<file path="config.mk">
export PLATFORM = sky130hd
export DESIGN_NAME = car_top
export DESIGN_NICKNAME = d
export VERILOG_FILES = /design/src/core/car_pkg.sv /design/src/core/car_sync.sv /design/src/core/car_top.sv
export SDC_FILE = /design/constraint.sdc
export NUM_CORES = 1
export LEC_CHECK = 0
export BUFFER_PORTS_ARGS = -buffer_cell sky130_fd_sc_hd__buf_2
export CAP_MARGIN = 20
export CORE_ASPECT_RATIO = 1.4
export CORE_MARGIN = 3
export CORE_UTILIZATION = 55
export DETAILED_ROUTE_END_ITERATION = 10
export PLACE_DENSITY = 0.74
export SLEW_MARGIN = 15
export SYNTH_ARGS = -nofsm -noshare
export SYNTH_HDL_FRONTEND = slang
export SYNTH_SLANG_ARGS = --single-unit
</file>
<file path="constraint.sdc">
create_clock -name hclk -period 2.7 [get_ports hclk]
set_clock_uncertainty 0.05 [all_clocks]
set_input_delay 0.27 -clock hclk [delete_from_list [all_inputs] [get_ports hclk]]
set_output_delay 0.27 -clock hclk [all_outputs]
set_load 0.02 [all_outputs]
</file>
<file path="src/core/car_pkg.sv">
package car_pkg;

  // register byte offsets
  localparam logic [7:0] OFS_CTRL = 8'h00;
  localparam logic [7:0] OFS_STATUS = 8'h04;
  localparam logic [7:0] OFS_SUBSEC = 8'h08;
  localparam logic [7:0] OFS_TIME = 8'h0C;
  localparam logic [7:0] OFS_DATE = 8'h10;
  localparam logic [7:0] OFS_WKRELOAD = 8'h14;
  localparam logic [7:0] OFS_ALRM_SS = 8'h18;
  localparam logic [7:0] OFS_ALRM = 8'h1C;

  // control register layout, bit 0 is shadow_bypass
  typedef struct packed {
    logic [2:0] wakeup_clock_select;
    logic dst_memo_bit;
    logic hour_back_cmd;
    logic hour_forward_cmd;
    logic wakeup_enable;
    logic alarm_a_enable;
    logic shadow_bypass;
  } car_ctrl_s;
  localparam int CTRL_W = 9;
  localparam car_ctrl_s CTRL_RESET = '0;

  // status register bit positions
  localparam int ST_SYNCED = 0;
  localparam int ST_WK_ALLOWED = 1;
  localparam int ST_WK_FLAG = 2;
  localparam int ST_LOCKED = 3;

  // time register field positions
  localparam int TM_SEC_LSB = 0;
  localparam int TM_MIN_LSB = 8;
  localparam int TM_HOUR_LSB = 16;

  // calendar limits and sub-second prescale
  localparam logic [7:0] SUBSEC_RELOAD = 8'hFF;
  localparam logic [5:0] SEC_LAST = 6'h3B;
  localparam logic [5:0] MIN_LAST = 6'h3B;
  localparam logic [4:0] HOUR_LAST = 5'h17;

  // wakeup clock selection
  localparam int WK_RELOAD_W = 16;
  localparam logic [3:0] WK_DIV16 = 4'hF;
  localparam logic [3:0] WK_DIV8 = 4'h7;
  localparam logic [3:0] WK_DIV4 = 4'h3;
  localparam logic [3:0] WK_DIV2 = 4'h1;

  localparam logic [31:0] WORD_ZERO = 32'h0000_0000;
  localparam logic [1:0] RESP_OKAY = 2'h0;

endpackage

</file>
<file path="src/core/car_sync.sv">
`timescale 1ns/1ps
module car_sync (
  // clock and reset
  input wire logic clk,
  input wire logic rst_n,
  // asynchronous level in
  input wire logic async_in,
  // synchronised level and its rising edge
  output logic level,
  output logic rise
);

  logic meta;
  logic stage2;
  logic stage3;

  // meta is read only by stage2
  always_ff @(posedge clk or negedge rst_n) begin
    if (!rst_n) begin
      meta <= 1'b0;
      stage2 <= 1'b0;
      stage3 <= 1'b0;
    end else begin
      meta <= async_in;
      stage2 <= meta;
      stage3 <= stage2;
    end
  end

  assign level = stage2;
  assign rise = stage2 & ~stage3;

endmodule

</file>
<file path="src/core/car_top.sv">
`timescale 1ns/1ps
// Summary of operation
// - hour forward/back adjusts running calendar one hour
// - memo bit stored, readable, no counting effect
// - control changes reach kernel side two ticks later
// - write-allowed flag rises after wakeup disable synchronises
// - re-enabling wakeup restarts counter from new reload
// - each kernel tick with no read lock held copies calendar, sets synced flag
// - subsecond/time read freezes higher shadows until date
// - bypass returns live counters directly
// - bypass calendar read adds one wait cycle
// - system reset clears shadows and synced flag
// - calendar, control, reload, alarms use backup reset only
// - calendar keeps counting through system reset
// - backup reset stops and clears backup-domain registers; subsec loads FF, write-allowed sets
// - shadow bypass resets to zero
// - wakeup counter at zero sets flag and reloads
module car_top (
  // clock and resets
  input wire logic hclk,
  input wire logic hresetn,
  input wire logic bkp_resetn,
  // kernel clock pin, sampled as a level
  input wire logic rtc_kernel_clock,
  // ahb-lite slave
  input wire logic hsel,
  input wire logic [31:0] haddr,
  input wire logic [1:0] htrans,
  input wire logic hwrite,
  input wire logic [2:0] hsize,
  input wire logic [31:0] hwdata,
  input wire logic hready,
  output logic hreadyout,
  output logic [31:0] hrdata,
  output logic [1:0] hresp
);

  // kernel tick: one-cycle enable per kernel clock period
  logic rtc_tick;
  car_sync u_kernel_sync (
    .clk(hclk),
    .rst_n(bkp_resetn),
    .async_in(rtc_kernel_clock),
    .level(),
    .rise(rtc_tick)
  );

  // backup-domain state
  car_pkg::car_ctrl_s ctrl;
  car_pkg::car_ctrl_s ctrl_s1;
  car_pkg::car_ctrl_s ctrl_s2;
  logic [car_pkg::WK_RELOAD_W-1:0] wk_reload;
  logic [31:0] alrm_ss;
  logic [31:0] alrm;
  logic [7:0] subsec;
  logic [5:0] sec;
  logic [5:0] min;
  logic [4:0] hour;
  logic [15:0] day;
  logic [16:0] wk_count;
  logic [3:0] wk_div;
  logic wk_en_prev;
  logic wk_allowed;
  logic wk_flag;

  // system-reset state
  logic [7:0] subsec_sh;
  logic [31:0] time_sh;
  logic [15:0] day_sh;
  logic synced;
  logic lock_time;
  logic lock_date;
  logic wr_pend;
  logic [7:0] wr_addr;
  logic wait_rd;
  logic [7:0] rd_addr;

  function automatic logic [31:0] time_word(input logic [5:0] s, input logic [5:0] m, input logic [4:0] h);
    logic [31:0] w;
    w = car_pkg::WORD_ZERO;
    w[car_pkg::TM_SEC_LSB +: 6] = s;
    w[car_pkg::TM_MIN_LSB +: 6] = m;
    w[car_pkg::TM_HOUR_LSB +: 5] = h;
    return w;
  endfunction

  function automatic logic is_calendar(input logic [7:0] a);
    return (a == car_pkg::OFS_SUBSEC) || (a == car_pkg::OFS_TIME) || (a == car_pkg::OFS_DATE);
  endfunction

  // read mux; live selects counters instead of shadows
  function automatic logic [31:0] rd_word(input logic [7:0] a, input logic live, input car_pkg::car_ctrl_s c,
                                          input logic [31:0] st, input logic [31:0] live_tm,
                                          input logic [31:0] sh_tm, input logic [7:0] ss_l, input logic [7:0] ss_s,
                                          input logic [15:0] d_l, input logic [15:0] d_s,
                                          input logic [15:0] rl, input logic [31:0] ass, input logic [31:0] aa);
    logic [31:0] w;
    w = car_pkg::WORD_ZERO;
    if (a == car_pkg::OFS_CTRL) begin
      w[car_pkg::CTRL_W-1:0] = c;
    end else if (a == car_pkg::OFS_STATUS) begin
      w = st;
    end else if (a == car_pkg::OFS_SUBSEC) begin
      w[7:0] = live ? ss_l : ss_s;
    end else if (a == car_pkg::OFS_TIME) begin
      w = live ? live_tm : sh_tm;
    end else if (a == car_pkg::OFS_DATE) begin
      w[15:0] = live ? d_l : d_s;
    end else if (a == car_pkg::OFS_WKRELOAD) begin
      w[car_pkg::WK_RELOAD_W-1:0] = rl;
    end else if (a == car_pkg::OFS_ALRM_SS) begin
      w = ass;
    end else if (a == car_pkg::OFS_ALRM) begin
      w = aa;
    end
    return w;
  endfunction

  // bus decode
  // hsize is ignored: every register is one aligned word
  wire [7:0] a_addr = haddr[7:0];
  wire a_take = hsel & htrans[1] & hready;
  wire a_read = a_take & ~hwrite;
  wire a_byp_cal = a_read & ctrl.shadow_bypass & is_calendar(a_addr);
  wire a_shadow_rd = a_read & ~ctrl.shadow_bypass;
  // writes land in the data phase, when hwdata is valid
  wire w_ctrl = wr_pend & (wr_addr == car_pkg::OFS_CTRL);
  wire w_status = wr_pend & (wr_addr == car_pkg::OFS_STATUS);
  wire w_reload = wr_pend & (wr_addr == car_pkg::OFS_WKRELOAD) & wk_allowed;
  wire w_alrm_ss = wr_pend & (wr_addr == car_pkg::OFS_ALRM_SS);
  wire w_alrm = wr_pend & (wr_addr == car_pkg::OFS_ALRM);
  wire car_pkg::car_ctrl_s w_val = hwdata[car_pkg::CTRL_W-1:0];

  // status layout from bit 0: synced, write allowed, wakeup flag, read lock
  wire [31:0] status_word = {28'h000_0000, lock_time | lock_date, wk_flag, wk_allowed, synced};
  wire [31:0] live_time = time_word(sec, min, hour);

  // hour adjust: pending command applied once it crossed two ticks
  wire fwd_go = rtc_tick & ctrl_s1.hour_forward_cmd & ctrl.hour_forward_cmd;
  wire back_go = rtc_tick & ctrl_s1.hour_back_cmd & ctrl.hour_back_cmd & ~fwd_go;

  // calendar counting
  wire sec_tick = rtc_tick & (subsec == 8'h00);
  wire sec_wrap = sec == car_pkg::SEC_LAST;
  wire min_wrap = min == car_pkg::MIN_LAST;
  wire hour_wrap = hour == car_pkg::HOUR_LAST;
  wire min_tick = sec_tick & sec_wrap;
  wire hour_tick = min_tick & min_wrap;
  wire day_tick = hour_tick & hour_wrap;
  // an adjust never carries into the day count: the hour just wraps
  wire [4:0] hour_up = hour_wrap ? 5'h00 : hour + 5'h01;
  wire [4:0] hour_down = (hour == 5'h00) ? car_pkg::HOUR_LAST : hour - 5'h01;
  wire [4:0] next_hour = fwd_go ? hour_up : back_go ? hour_down : hour_tick ? hour_up : hour;

  // wakeup clock: kernel divided by 16/8/4/2, or the seconds tick
  wire [3:0] wk_mask = (ctrl_s2.wakeup_clock_select[1:0] == 2'h0) ? car_pkg::WK_DIV16 :
                       (ctrl_s2.wakeup_clock_select[1:0] == 2'h1) ? car_pkg::WK_DIV8 :
                       (ctrl_s2.wakeup_clock_select[1:0] == 2'h2) ? car_pkg::WK_DIV4 : car_pkg::WK_DIV2;
  wire wk_step = ctrl_s2.wakeup_clock_select[2] ? sec_tick : (rtc_tick & ((wk_div & wk_mask) == wk_mask));
  // select 11 in the top bits adds a seventeenth count bit
  wire [16:0] wk_load = {&ctrl_s2.wakeup_clock_select[2:1], wk_reload};
  wire wk_start = ctrl_s2.wakeup_enable & ~wk_en_prev;
  wire wk_zero = ctrl_s2.wakeup_enable & ~wk_start & wk_step & (wk_count == 17'h0_0000);

  // shadow copy is suppressed while a read sequence holds a lock
  // otherwise time and date could come from two different kernel ticks
  wire sh_copy = rtc_tick & ~lock_time & ~lock_date;

  // control register: backup reset only
  always_ff @(posedge hclk or negedge bkp_resetn) begin
    if (!bkp_resetn) begin
      ctrl <= car_pkg::CTRL_RESET;
    end else begin
      if (w_ctrl) begin
        ctrl.shadow_bypass <= w_val.shadow_bypass;
        ctrl.alarm_a_enable <= w_val.alarm_a_enable;
        ctrl.wakeup_enable <= w_val.wakeup_enable;
        ctrl.dst_memo_bit <= w_val.dst_memo_bit;
        if (wk_allowed) begin
          ctrl.wakeup_clock_select <= w_val.wakeup_clock_select;
        end
      end
      // a new command wins over completion of the previous one
      ctrl.hour_forward_cmd <= (w_ctrl & w_val.hour_forward_cmd) | (ctrl.hour_forward_cmd & ~fwd_go);
      ctrl.hour_back_cmd <= (w_ctrl & w_val.hour_back_cmd) | (ctrl.hour_back_cmd & ~back_go);
    end
  end

  // kernel-side copy of control, two ticks behind the bus write
  always_ff @(posedge hclk or negedge bkp_resetn) begin
    if (!bkp_resetn) begin
      ctrl_s1 <= car_pkg::CTRL_RESET;
      ctrl_s2 <= car_pkg::CTRL_RESET;
    end else if (rtc_tick) begin
      ctrl_s1 <= ctrl;
      ctrl_s2 <= ctrl_s1;
    end
  end

  // reload and alarm storage
  always_ff @(posedge hclk or negedge bkp_resetn) begin
    if (!bkp_resetn) begin
      wk_reload <= '0;
      alrm_ss <= car_pkg::WORD_ZERO;
      alrm <= car_pkg::WORD_ZERO;
    end else begin
      // reload moves only while the timer is stopped, so a running count never sees a torn value
      if (w_reload) begin
        wk_reload <= hwdata[car_pkg::WK_RELOAD_W-1:0];
      end
      if (w_alrm_ss) begin
        alrm_ss <= hwdata;
      end
      if (w_alrm) begin
        alrm <= hwdata;
      end
    end
  end

  // live calendar; system reset does not touch it
  always_ff @(posedge hclk or negedge bkp_resetn) begin
    if (!bkp_resetn) begin
      subsec <= car_pkg::SUBSEC_RELOAD;
      sec <= '0;
      min <= '0;
      hour <= '0;
      day <= '0;
    end else begin
      if (rtc_tick) begin
        subsec <= (subsec == 8'h00) ? car_pkg::SUBSEC_RELOAD : subsec - 8'h01;
      end
      if (min_tick) begin
        sec <= 6'h00;
      end else if (sec_tick) begin
        sec <= sec + 6'h01;
      end
      if (hour_tick) begin
        min <= 6'h00;
      end else if (min_tick) begin
        min <= min + 6'h01;
      end
      hour <= next_hour;
      if (day_tick & ~fwd_go & ~back_go) begin
        day <= day + 16'h0001;
      end
    end
  end

  // wakeup timer
  always_ff @(posedge hclk or negedge bkp_resetn) begin
    if (!bkp_resetn) begin
      wk_div <= '0;
      wk_en_prev <= 1'b0;
      wk_allowed <= 1'b1;
      wk_count <= '0;
      wk_flag <= 1'b0;
    end else begin
      if (rtc_tick) begin
        wk_div <= wk_div + 4'h1;
      end
      wk_en_prev <= ctrl_s2.wakeup_enable;
      wk_allowed <= ~ctrl_s2.wakeup_enable;
      if (wk_start | wk_zero) begin
        wk_count <= wk_load;
      end else if (ctrl_s2.wakeup_enable & wk_step) begin
        wk_count <= wk_count - 17'h0_0001;
      end
      // set wins over a software clear in the same cycle
      wk_flag <= wk_zero | (wk_flag & ~(w_status & ~hwdata[car_pkg::ST_WK_FLAG]));
    end
  end

  // shadows, synced flag and read locks: system reset
  always_ff @(posedge hclk or negedge hresetn) begin
    if (!hresetn) begin
      subsec_sh <= '0;
      time_sh <= car_pkg::WORD_ZERO;
      day_sh <= '0;
      synced <= 1'b0;
      lock_time <= 1'b0;
      lock_date <= 1'b0;
    end else begin
      if (sh_copy) begin
        subsec_sh <= subsec;
        time_sh <= live_time;
        day_sh <= day;
      end
      synced <= sh_copy | (synced & ~(w_status & ~hwdata[car_pkg::ST_SYNCED]));
      if (a_shadow_rd & (a_addr == car_pkg::OFS_DATE)) begin
        lock_time <= 1'b0;
        lock_date <= 1'b0;
      end else if (a_shadow_rd & (a_addr == car_pkg::OFS_SUBSEC)) begin
        lock_time <= 1'b1;
        lock_date <= 1'b1;
      end else if (a_shadow_rd & (a_addr == car_pkg::OFS_TIME)) begin
        lock_date <= 1'b1;
      end
    end
  end

  // ahb-lite slave
  always_ff @(posedge hclk or negedge hresetn) begin
    if (!hresetn) begin
      hreadyout <= 1'b1;
      hrdata <= car_pkg::WORD_ZERO;
      hresp <= car_pkg::RESP_OKAY;
      wr_pend <= 1'b0;
      wr_addr <= '0;
      wait_rd <= 1'b0;
      rd_addr <= '0;
    end else begin
      // no access is ever refused, so the response stays okay
      hresp <= car_pkg::RESP_OKAY;
      wr_pend <= a_take & hwrite;
      wr_addr <= a_addr;
      // a bypass calendar read waits one cycle, then takes the live counters
      if (wait_rd) begin
        hreadyout <= 1'b1;
        wait_rd <= 1'b0;
        hrdata <= rd_word(rd_addr, 1'b1, ctrl, status_word, live_time, time_sh, subsec, subsec_sh,
                          day, day_sh, wk_reload, alrm_ss, alrm);
      end else if (a_byp_cal) begin
        hreadyout <= 1'b0;
        wait_rd <= 1'b1;
        rd_addr <= a_addr;
      end else if (a_read) begin
        hrdata <= rd_word(a_addr, 1'b0, ctrl, status_word, live_time, time_sh, subsec, subsec_sh,
                          day, day_sh, wk_reload, alrm_ss, alrm);
      end
    end
  end

endmodule

</file>
==> flow_metrics.env <==
export IMPL_hold_viol_final=0
export IMPL_design_final_nets=1353
export IMPL_period_share=0.949
export IMPL_detailroute_via_count=10055
export IMPL_synth_ff_latch_count=262
export IMPL_setup_worst_path_end_class="flop"
export IMPL_core_area_um2=23300
export IMPL_dr_wl_met3_um=2070
export IMPL_cts_tree="yes"
export IMPL_avgSynthCellArea_um2=11.6
export IMPL_post_synth_top_area_fraction=0.483
export IMPL_maxCapViolCount=0
export IMPL_clock_path_buffers=3
export IMPL_met1Wirelength_um=13900
export IMPL_sequential_to_total_area_share_from_yosys_stat=0.504
export IMPL_synth_area_leader_cell="sky130_fd_sc_hd__dfrtp_1"
export IMPL_clkLatencyLatePin_ns=0.53
export IMPL_worst_pin_slew_ns=1.00
export IMPL_clock_buffers_created_by_tritoncts=27
export IMPL_fillCellCount=1796
export IMPL_async_set_or_reset_flop_fraction_in_the_synthesized_netlist=1.00
export IMPL_crit_path_cell_trace="or4_1 > or4_1 > a211o_1 > and2_2 > buf_12 > o211ai_1"
export IMPL_htree_levels=1
export IMPL_critical_path_top_cell_by_count="sky130_fd_sc_hd__or4_1"
export IMPL_cp_arrival_ns=2.96
export IMPL_final_design_area_no_fill_um2=15400
export IMPL_drive_above_1_share=0.315
export IMPL_first_global_vias=10658
export IMPL_initial_antenna_violation_count=1
export IMPL_top_layer="met4"
export IMPL_critical_path_startpoint_type="flop"
export IMPL_grt_max_degree=72
export IMPL_route_met2_wl_um=18100
export IMPL_grt_pass1_wl_um=58100
export IMPL_pin_count=111
export IMPL_die_h_um=188
export IMPL_post_synth_num_cell_types=69
export IMPL_dr_pass1_iters=5
export IMPL_gp_congestion=0.935
export IMPL_cell_with_the_largest_stage_delay_on_the_worst_path="sky130_fd_sc_hd__or4_1"
export IMPL_fmax_mhz=390
export IMPL_final_instance_count_excl_fill=1592
export IMPL_finalSetupViolCount=0
export IMPL_layout_min_cycle_time_ns=2.56
export IMPL_synth_instances=1128
export IMPL_drc=0
export IMPL_result_of_the_run="completed"
export IMPL_finalSetupTns_ns=0
export IMPL_synth_top_flop_cell="sky130_fd_sc_hd__dfrtp_1"
export IMPL_syn_cell_area_um2=13000
export IMPL_static_leakage_power_nw=6.87
export IMPL_cp_slowest_stage_delay_ns=0.56
export IMPL_dp_cells=1504
export IMPL_global_route_usage_total=0.289
export IMPL_postRouteAntennaNets=0
export IMPL_critical_path_max_fanout=14
export IMPL_first_iter_violations=823
export IMPL_dp_final_hpwl_um=24700
export IMPL_gr_total_overflow=0
export IMPL_vias_per_cell=6.32
export IMPL_seq_area_um2=6570
export IMPL_fp_row_count=66
export IMPL_vdd_drop_max_mv=0.567
export IMPL_io_buffer_count=80
export IMPL_max_slew_margin_rel=0.331
export IMPL_post_cts_setup_buffers=0
export IMPL_cts_num_sinks=262
export IMPL_path_class="flop to flop"
export IMPL_final_max_slew_viol_count=0
export IMPL_num_antenna_cells=0
export IMPL_clk_pin_slew_worst_paths_ns=0.07
export IMPL_ys_warn_count=0
export IMPL_placement_cell_area_um2=14100
export IMPL_worst_hold_path_type="primary input to flop"
export IMPL_cp_data_required_time_ns=3.10
export IMPL_p_per_area_nw_per_um2=622
export IMPL_setup_repair_after_global_routing_missed_its_margin="no"
export IMPL_root_buffer="sky130_fd_sc_hd__clkbuf_16"
export IMPL_area_enclosed_by_the_die_boundary_um2=25600
export IMPL_synthTopCellsByArea="sky130_fd_sc_hd__dfrtp_1, sky130_fd_sc_hd__mux2_2, sky130_fd_sc_hd__mux4_2"
export IMPL_routedWlPerCell_um=22.5
export IMPL_drt_total_wl_um=35800
export IMPL_floorplan_initialDensity=0.560
export IMPL_area_growth_syn_to_layout_pct=18.2
export IMPL_fp_dieW_um=136
export IMPL_area_used_by_multi_input_combinational_logic_um2=6090
export IMPL_synth_enable_flop_cells=0
worst paths after layout:
path	start	endpoint	slack, ns	cells past startpoint
worst max-delay path	wk_count[7]	wk_count[10]	0.14	6
worst min-delay path	hwdata[4]	ctrl[4]	0.02	2
worst max register to register	wk_count[7]	wk_count[10]	0.14	6
worst min register to register	u_kernel_sync.meta	u_kernel_sync.level	0.31	0
max in group asynchronous	bkp_resetn	alrm[26]	1.62	3
min in group asynchronous	hresetn	rd_addr[7]	0.16	2
synth_stat cells (all sizes together) (19+ instances only):
cell type,instances
o211ai,23
inv,32
nor3,23
nor2,52
nand2,105
and2,19
dfrtp,252
nand3,23
nand4,23
mux4,30
o21ai,20
nor4,19
clkbuf,56
mux2,151
a21oi,36
worst max-delay path: cells and delay by family, from the launching register on:
family / cells / cell delay (ns)
and+or+nand+nor: 3 / 1.35
DFF: 1 / 0.40
buffers and inverters: 1 / 0.16
AOI/OAI and AO/OA: 2 / 0.52
kinds of logic (layout without fill, tap and decap cells):
group | count (synthesis) | after routing | synth area share
other cells | 1 | 2 | 0.000287
simple gates | 325 | 325 | 0.127
compound gates | 205 | 205 | 0.118
mux | 194 | 194 | 0.192
xor+xnor | 25 | 25 | 0.0168
buf+inv | 106 | 263 | 0.0321
fa+ha+maj | 10 | 10 | 0.00959
flops | 262 | 262 | 0.504
registers in the layout (all words and copies together), names as in the netlist, 4 cells and up:
signal and cells:
wk_reload 16, alrm_ss 32, time_sh 17, subsec 8, wk_div 4, min 6
wk_count 17, rd_addr 8, day_sh 16, sec 6, alrm 32, hour 5
ctrl 9, ctrl_s2 4, wr_addr 8, day 16, hrdata 32, ctrl_s1 6
subsec_sh 8
layout make-up:
class / count / share of cell area
Multi-Input combinational cell: 761 / 0.395
Clock buffer: 38 / 0.0504
Inverter: 33 / 0.00804
Timing Repair Buffer: 182 / 0.0876
Tap cell: 306 / 0.0248
Sequential cell: 262 / 0.426
Clock inverter: 10 / 0.00747
stage by stage:
| step | hold slack (ns) | setup slack [ns] | total power [mW] | util |
|---|---|---|---|---|
| after floorplan | -0.0756 | 0.278 | 5.30 | - |
| after global placement | 0.191 | 0.155 | 5.80 | 0.606 |
| after detailed placement | 0.198 | 0.129 | 5.85 | 0.606 |
| after CTS | 0.00346 | 0.119 | 9.64 | 0.662 |
| after global routing | 0.00990 | 0.0138 | 9.98 | 0.662 |
| final | 0.0150 | 0.139 | 9.59 | 0.662 |
cell usage in the layout (no fill, tap or decap), drive strengths merged, types with 30 or more instances in the layout:
master,n
clkbuf,38
buf,142
dlygate4sd3,40
inv,33
mux2,151
nand2,105
a21oi,36
nor2,52
dfrtp,252
mux4,30
power by group:
| group | switching, mW | leakage, nW | total (mW) | internal [mW] |
|---|---|---|---|---|
| clock network | 1.55 | 0.445 | 3.75 | 2.20 |
| logic | 0.714 | 3.06 | 1.29 | 0.579 |
| registers | 0.284 | 3.36 | 4.55 | 4.27 |
metal layers:
metal | track usage | vias up
li1 | - | 4476
met5 | 0 | -
met3 | 0.0446 | 107
met2 | 0.494 | 372
met4 | 0.128 | 0
met1 | 0.361 | 5100
timing repair:
action,4_1_cts,5_1_grt
endpoints found under the setup margin,0,1
hold buffers,40,0
gates resized for setup,0,1
endpoints found under the hold margin,161,0
(Power assumes the default switching activity.)
